<file path="src/tad_consts.vh">
// Purpose: constants for the transfer and add opcode decoder
// Assumes: opcode bytes arrive one per strobe from the prefetch queue
`ifndef TAD_CONSTS_VH
`define TAD_CONSTS_VH
`define TAD_OP_SEG_LOAD 8'h8e
`define TAD_OP_SEG_STORE 8'h8c
`define TAD_OP_LOOKUP 8'hd7
`define TAD_OP_LEA 8'h8d
`define TAD_OP_LDS 8'hc5
`define TAD_OP_LES 8'hc4
`define TAD_OP_LOAD_FLAGS_INTO_HIGH_ACCUM 8'h9f
`define TAD_OP_STORE_HIGH_ACCUM_TO_FLAGS 8'h9e
`define TAD_ADD_MASK 8'hfc
`define TAD_ADD_CODE 8'h00
`define TAD_W_BIT 0
`define TAD_D_BIT 1
`define TAD_MOD_HI 7
`define TAD_MOD_LO 6
`define TAD_REG_HI 5
`define TAD_REG_LO 3
`define TAD_RM_HI 2
`define TAD_RM_LO 0
`define TAD_SEG_RSV 5
`define TAD_MOD_REG 2'h3
// operation codes on op_kind
`define TAD_K_NONE 4'h0
`define TAD_K_SEG_LOAD 4'h1
`define TAD_K_SEG_STORE 4'h2
`define TAD_K_LOOKUP 4'h3
`define TAD_K_LEA 4'h4
`define TAD_K_LDS 4'h5
`define TAD_K_LES 4'h6
`define TAD_K_LOAD_FLAGS_INTO_HIGH_ACCUM 4'h7
`define TAD_K_STORE_HIGH_ACCUM_TO_FLAGS 4'h8
`define TAD_K_ADD 4'h9
`endif

</file>
<file path="src/tad_class.v">
// Purpose: classify a first opcode byte
// Assumes: clocked use inside the decoder, loaded by take_first
// Notes: registered output for timing
`timescale 1ns/10ps
`include "tad_consts.vh"
module tad_class (
   input wire clock,
   input wire rst_b,
   input wire load,
   input wire [7:0] op,
   output reg [3:0] kind,
   output reg two_byte
);
   reg [3:0] next_kind;
   reg next_two;
   // table of supported first bytes
   always @* begin
      next_two = 1'b1;
      case (op)
         `TAD_OP_SEG_LOAD: next_kind = `TAD_K_SEG_LOAD;
         `TAD_OP_SEG_STORE: next_kind = `TAD_K_SEG_STORE;
         `TAD_OP_LEA: next_kind = `TAD_K_LEA;
         `TAD_OP_LDS: next_kind = `TAD_K_LDS;
         `TAD_OP_LES: next_kind = `TAD_K_LES;
         `TAD_OP_LOOKUP: begin
            next_kind = `TAD_K_LOOKUP;
            next_two = 1'b0;
         end
         `TAD_OP_LOAD_FLAGS_INTO_HIGH_ACCUM: begin
            next_kind = `TAD_K_LOAD_FLAGS_INTO_HIGH_ACCUM;
            next_two = 1'b0;
         end
         `TAD_OP_STORE_HIGH_ACCUM_TO_FLAGS: begin
            next_kind = `TAD_K_STORE_HIGH_ACCUM_TO_FLAGS;
            next_two = 1'b0;
         end
         default: begin
            if ((op & `TAD_ADD_MASK) == `TAD_ADD_CODE) begin
               next_kind = `TAD_K_ADD;
            end else begin
               next_kind = `TAD_K_NONE;
               next_two = 1'b0;
            end
         end
      endcase
   end
   // capture on each first byte
   always @(posedge clock or negedge rst_b) begin
      if (!rst_b) begin
         kind <= `TAD_K_NONE;
         two_byte <= 1'b0;
      end else if (load) begin
         kind <= next_kind;
         two_byte <= next_two;
      end
   end
endmodule

</file>
<file path="src/tad_decoder.v">
// Purpose: decode transfer and add opcodes from the prefetch stream
// Assumes: byte_valid marks one instruction byte per cycle, in order
// Notes: results stand until the next decode completes
`timescale 1ns/10ps
`include "tad_consts.vh"
module tad_decoder (
   input wire clock,
   input wire rst_b,
   input wire byte_valid,
   input wire [7:0] byte_in,
   output reg decode_done,
   output reg [3:0] op_kind,
   output reg illegal,
   output reg word_op,
   output reg reg_is_dest,
   output reg [1:0] mode_field,
   output reg [2:0] reg_field,
   output reg [2:0] rm_field,
   output reg memory_access
);
   // one-hot sequencer states
   localparam S_FIRST = 3'b001; // waiting for a first byte
   localparam S_CLASS = 3'b010; // first byte being classified
   localparam S_MODRM = 3'b100; // waiting for the addressing byte
   reg [2:0] state;
   reg [2:0] next_state;
   reg [7:0] first;
   reg pend;
   reg [7:0] pend_byte;
   wire [3:0] kind;
   wire two_byte;
   wire take_first;
   wire finish_single;
   wire finish_pair;
   wire [7:0] modrm_now;

   // mode field of an addressing byte
   function [1:0] mode_of;
      input [7:0] b;
      begin
         mode_of = b[`TAD_MOD_HI:`TAD_MOD_LO];
      end
   endfunction

   // register field of an addressing byte
   function [2:0] reg_of;
      input [7:0] b;
      begin
         reg_of = b[`TAD_REG_HI:`TAD_REG_LO];
      end
   endfunction

   // register or memory field of an addressing byte
   function [2:0] rm_of;
      input [7:0] b;
      begin
         rm_of = b[`TAD_RM_HI:`TAD_RM_LO];
      end
   endfunction

   // the two segment move forms share the reserved-bit check
   function seg_form;
      input [3:0] k;
      begin
         seg_form = (k == `TAD_K_SEG_LOAD) || (k == `TAD_K_SEG_STORE);
      end
   endfunction

   // data access unless register-direct or an address-only load
   function touches_memory;
      input [3:0] k;
      input [7:0] b;
      begin
         touches_memory = (k != `TAD_K_LEA) && (mode_of(b) != `TAD_MOD_REG);
      end
   endfunction

   // only the add form carries a size bit; the rest are word wide
   function word_of;
      input [3:0] k;
      input [7:0] f;
      begin
         word_of = (k == `TAD_K_ADD) ? f[`TAD_W_BIT] : 1'b1;
      end
   endfunction

   // add follows its direction bit; segment store is the only source form
   function dest_of;
      input [3:0] k;
      input [7:0] f;
      begin
         dest_of = (k == `TAD_K_ADD) ? f[`TAD_D_BIT] : (k != `TAD_K_SEG_STORE);
      end
   endfunction

   // first-byte classifier, registered to keep the byte path short
   tad_class u_class (
      .clock(clock),
      .rst_b(rst_b),
      .load(take_first),
      .op(byte_in),
      .kind(kind),
      .two_byte(two_byte)
   );

   // step qualifiers
   assign take_first = (state == S_FIRST) && byte_valid;
   assign finish_single = (state == S_CLASS) && !two_byte;
   assign finish_pair = (state == S_MODRM) && (pend || byte_valid);
   // a byte caught during classify wins over the live bus
   assign modrm_now = pend ? pend_byte : byte_in;

   // sequence: first byte, classify, optional addressing byte
   always @* begin
      next_state = state;
      case (state)
         S_FIRST: begin
            if (byte_valid) begin
               next_state = S_CLASS;
            end
         end
         S_CLASS: begin
            if (two_byte) begin
               next_state = S_MODRM;
            end else begin
               next_state = S_FIRST;
            end
         end
         S_MODRM: begin
            if (pend || byte_valid) begin
               next_state = S_FIRST;
            end
         end
         default: next_state = S_FIRST;
      endcase
   end

   // state register
   always @(posedge clock or negedge rst_b) begin
      if (!rst_b) begin
         state <= S_FIRST;
      end else begin
         state <= next_state;
      end
   end

   // first byte kept for the size and direction bits
   always @(posedge clock or negedge rst_b) begin
      if (!rst_b) begin
         first <= 8'h00;
      end else if (take_first) begin
         first <= byte_in;
      end
   end

   // a byte arriving while a two-byte form is classified is held for the addressing step
   always @(posedge clock or negedge rst_b) begin
      if (!rst_b) begin
         pend <= 1'b0;
         pend_byte <= 8'h00;
      end else if ((state == S_CLASS) && two_byte && byte_valid) begin
         pend <= 1'b1;
         pend_byte <= byte_in;
      end else if (finish_pair) begin
         pend <= 1'b0;
      end
   end

   // one-cycle completion strobe
   always @(posedge clock or negedge rst_b) begin
      if (!rst_b) begin
         decode_done <= 1'b0;
      end else begin
         decode_done <= finish_single || finish_pair;
      end
   end

   // operation kind stands until the next completion
   always @(posedge clock or negedge rst_b) begin
      if (!rst_b) begin
         op_kind <= `TAD_K_NONE;
      end else if (finish_single || finish_pair) begin
         op_kind <= kind;
      end
   end

   // unknown first byte, or segment form with the reserved bit set
   always @(posedge clock or negedge rst_b) begin
      if (!rst_b) begin
         illegal <= 1'b0;
      end else if (finish_single) begin
         illegal <= (kind == `TAD_K_NONE);
      end else if (finish_pair) begin
         illegal <= seg_form(kind) && modrm_now[`TAD_SEG_RSV];
      end
   end

   // operand size; single-byte forms are byte wide
   always @(posedge clock or negedge rst_b) begin
      if (!rst_b) begin
         word_op <= 1'b0;
      end else if (finish_single) begin
         word_op <= 1'b0;
      end else if (finish_pair) begin
         word_op <= word_of(kind, first);
      end
   end

   // direction of the register field
   always @(posedge clock or negedge rst_b) begin
      if (!rst_b) begin
         reg_is_dest <= 1'b0;
      end else if (finish_single) begin
         reg_is_dest <= 1'b0;
      end else if (finish_pair) begin
         reg_is_dest <= dest_of(kind, first);
      end
   end

   // addressing fields, zero for single-byte forms
   always @(posedge clock or negedge rst_b) begin
      if (!rst_b) begin
         mode_field <= 2'h0;
         reg_field <= 3'h0;
         rm_field <= 3'h0;
      end else if (finish_single) begin
         mode_field <= 2'h0;
         reg_field <= 3'h0;
         rm_field <= 3'h0;
      end else if (finish_pair) begin
         mode_field <= mode_of(modrm_now);
         reg_field <= reg_of(modrm_now);
         rm_field <= rm_of(modrm_now);
      end
   end

   // lea computes the address only, never touches memory
   always @(posedge clock or negedge rst_b) begin
      if (!rst_b) begin
         memory_access <= 1'b0;
      end else if (finish_single) begin
         memory_access <= (kind == `TAD_K_LOOKUP);
      end else if (finish_pair) begin
         memory_access <= touches_memory(kind, modrm_now);
      end
   end
endmodule

</file>
<file path="config.mk">
export PLATFORM = sky130hd
export DESIGN_NAME = tad_decoder
export DESIGN_NICKNAME = d
export VERILOG_FILES = /design/src/tad_class.v /design/src/tad_decoder.v
export VERILOG_INCLUDE_DIRS = /design/src
export SDC_FILE = /design/constraint.sdc
export NUM_CORES = 1
export LEC_CHECK = 0
export BUFFER_PORTS_ARGS = -buffer_cell sky130_fd_sc_hd__buf_2
export CORE_MARGIN = 2
export CORE_UTILIZATION = 44
export DETAILED_ROUTE_END_ITERATION = 6
export GPL_TIMING_DRIVEN = 1
export HOLD_SLACK_MARGIN = 0.12
export PLACE_DENSITY = 0.64
export RECOVER_POWER = 100
export SKIP_LAST_GASP = 1
export SLEW_MARGIN = 20
export SYNTH_ARGS = -nofsm -noshare
export SYNTH_HDL_FRONTEND = slang
export SYNTH_HIERARCHICAL = 1
export SYNTH_SLANG_ARGS = --single-unit
export TNS_END_PERCENT = 30
</file>
<file path="constraint.sdc">
create_clock -name clock -period 2.2 [get_ports clock]
set_clock_uncertainty 0.2 [all_clocks]
set_input_delay 0.44 -clock clock [delete_from_list [all_inputs] [get_ports clock]]
set_output_delay 0.44 -clock clock [all_outputs]
set_load 0.02 [all_outputs]
</file>
==> summary.md <==
In this run the remaining antenna-violating nets after routing total 0. Clock latency on the worst-skew pair, taken at its later pin, is 0.28 ns. For the initial antenna violation count, the log shows 0. The run finished with clean final reports. Counting distinct cell types in the post-synthesis netlist gives 44. In this run, post-CTS repair resized a total of 0 instances.

In this run the worst path has a maximum fanout of 11. The tree built by TritonCTS fans out to 36 sinks. The share of async-settable or async-resettable flops after synthesis is 100.0%. The initialized floorplan defines 23 standard-cell rows.

Leakage power of the design: 0.9009 nW. The startpoint identified for the worst register-to-register timing path is state[1]$_DFFE_PN0P_. For the number of hold-slack violations in the final timing report, the log shows 0.

The full die area was 4644 um2. For the pin with the worst max-slew slack, the measured transition is 0.8859 ns. In this run the register-to-register setup slack is 0.18 ns. The number of warning messages in the yosys log is 6, and the number of maximum-capacitance violations is 0. Highest achievable clock rate: 0.4941 GHz. The biggest area contributor in the post-synthesis netlist is dfrtp_1. The destination of the worst register-to-register timing path was reg_field[0]$_DFFE_PN0P_. After detailed routing, the number of remaining DRC violations is 0. For this run, the register share of the synthesized area comes to 49.83%. For this block, the initial DRC count from the detailed router was 97. The worst setup path is captured at a register.

The buffering stage count on the worst path with inverters included was 1. The maximum ir drop on the vdd rail was 0.3473 mV; the post-synthesis instance area was 1810 um2. By area the synthesized netlist is led by dfrtp_1 (48%), mux2_2 (8.7%), mux2i_1 (4.4%). Setup violations remaining at the end of the flow were counted as 0. The last weighted congestion value of the routability-driven placer is 0.9277.

Predominant post-synthesis flop cell: dfrtp_1. Tightest slew margin relative to the limit: 40.94%. The run gives 37 as the pin count of the biggest net entering global routing.

The initial standard-cell utilization of the core was 45.59%. The worst-path cell with the longest stage delay was dfrtp_1. The top cell type by area accounts for 48.38% of the synthesized area. Before antenna repair, the detailed router went through 4 iterations. The count of antenna diodes in the layout came out at 0. The launch point of the worst hold path is byte_in[2]. Capture endpoint of the worst hold path: pend_byte[2]$_DFFE_PN0P_. For this run, the post-layout net count is 202. The layout cell share with drive strength beyond 1 is 23.44%. The logs give 1342 for the vias after detailed routing and 6106 um for the wire length of the first global-routing pass. From synthesis to final layout, the design area changed by 11.75%. The critical path starts at state[1]$_DFFE_PN0P_. For the hold slack, the log shows 0.2498 ns.

The min-delay analysis places its worst path in the category in2reg. Setup repair after global routing left no endpoint under its margin. The longest clock path from root to sink contains 2 buffers. The run gives 18.05% as the global-route total usage across every layer.

In this design, the stage delay of the slowest critical-path cell is 0.45 ns. The tools report the placed wire-length estimate after detailed placement as 2665 um. On the critical path the largest part of the delay comes from simple AND/OR/NAND/NOR gates. The wire length per cell after detailed routing is 15.08 um. The H-tree was split into 2 levels. TritonCTS built the clock tree. The synthesized design contains 0 enable-type register cells. Counting the buffers created by CTS gives 5.

Cell depth of the worst min-delay path: 2. The number of global-route vias before repair is 1304. From left edge to right edge, the die measures 68.15 um.

Library cell with the highest instance count after synthesis: dfrtp_1. The worst setup path is launched from a register. The commonest cells after synthesis are dfrtp_1 (35), mux2_2 (14), nor2_1 (11).

The floorplan step defined a core boundary enclosing 3971 um2. The count of buffers added on input and output ports is 27. In the synthesized netlist, the number of instances is 158. In this run the count of I/O pins placed on the die edge is 28. The floorplan step set the die height to 68.15 um. After clock tree synthesis, the clock-pin slew on the worst setup and hold paths is 0.07 ns.

Number of register bits inferred by synthesis: 36. The endpoint required time on the critical path was 2.16 ns. The number of nets in the synthesized netlist was 169. The critical path in this run is classified as reg2reg. For the arrival time of data at the critical path endpoint, the log shows 1.98 ns. The run gives 0 as the global route total overflow. The signal on the critical path passes through or3b_1 > or2_0 > buf_4 > nand3_1 > o21ai_0. The final layout contains routed wiring with a total length of 3649 um. After detailed routing, the number of vias per cell comes to 5.545. Power spread over the standard cell area amounts to 1157 nW/um2. The setup TNS after final layout is 0 ns, and the post-synthesis average cell area is 11.46 um2. The depth of the worst register-to-register path works out to 5. The final clock period utilization by the worst path was 92.00%.

Count of pins over their slew limit: 0. The clock root buffer was clkbuf_8. After layout, the minimum clock period comes to 2.024 ns.
-- layout by cell type, fill, tap and decap left out, types with 6 or more instances in the layout --
cell      count
dfrtp_1      35
clkbuf_1     20
mux2_2       14
nor2_1       11
nand3_1      10
nand2_1       9
buf_2         9
mux2i_1       8
a21oi_1       7
inv_1         6
clkbuf_8      6
-- flip-flops by register name, summed over array words and instances (netlist names) --
signal,cells
first,2
word_op,1
mode_field,2
pend,1
op_kind,4
u_class/two_byte,1
state,3
decode_done,1
reg_field,3
u_class/kind,4
rm_field,3
illegal,1
reg_is_dest,1
memory_access,1
pend_byte,8
-- power by group --
group          total (mW)  switching, mW  internal, mW
clock network       0.473          0.218         0.255
logic               0.783          0.456         0.326
registers            1.09          0.183         0.903
-- metrics by stage --
step / total power [mW] / cells / utilization (%) / cell area [um2] / setup slack (ns)
finish: 2.342 / 242 / 50.95 / 2023 / 0.1759
CTS: 2.441 / 242 / 52.49 / 2085 / 0.2263
global placement: 1.924 / 233 / 49.97 / 1984 / 0.3055
floorplan: 1.679 / 158 / - / 1810 / 0.4484
detailed placement: 1.959 / 233 / 49.97 / 1984 / 0.2467
global route: 2.506 / 242 / 50.95 / 2023 / 0.07220
-- metal layers --
metal	track usage (%)	vias to the layer above	share of wire [%]	wire length [um]
li1	-	642	-	-
met1	24.24	663	48	1746
met2	27.43	30	46	1665
met3	5.428	7	5.0	181
met4	6.750	0	1.5	55
met5	0	-	0	0
-- how the worst max path moves through the flow --
| stage | to | cells after the start |
|---|---|---|
| final | reg_field[0]$_DFFE_PN0P_ | 5 |
| after global routing | reg_field[0]$_DFFE_PN0P_ | 5 |
| after CTS | reg_field[0]$_DFFE_PN0P_ | 5 |
| after detailed placement | reg_field[0]$_DFFE_PN0P_ | 5 |
| after global placement | reg_field[0]$_DFFE_PN0P_ | 5 |
| after floorplan | rm_field[2]$_DFFE_PN0P_ | 6 |
-- area by class of cell --
| type | count | area (um2) |
|---|---|---|
| Clock buffer | 8 | 90.09 |
| Fill cell | 386 | 1948 |
| Inverter | 6 | 22.52 |
| Multi-Input combinational cell | 110 | 795.8 |
| Sequential cell | 36 | 902.1 |
| Tap cell | 50 | 62.56 |
| Timing Repair Buffer | 32 | 150.1 |
-- kinds of logic after synthesis --
group	Yosys count	share of synthesized area (%)
compound gates	35	14.65
xor+xnor	2	0.9677
buf+inv	12	4.215
flops	36	49.83
mux	23	13.75
simple gates	50	16.59
-- timing repair --
action / 4_1_cts / 5_1_grt
endpoints found under the hold margin: 35 / 0
buffers inserted: 0 / 0
hold buffers: 1 / 0
(Power assumes the default switching activity.)
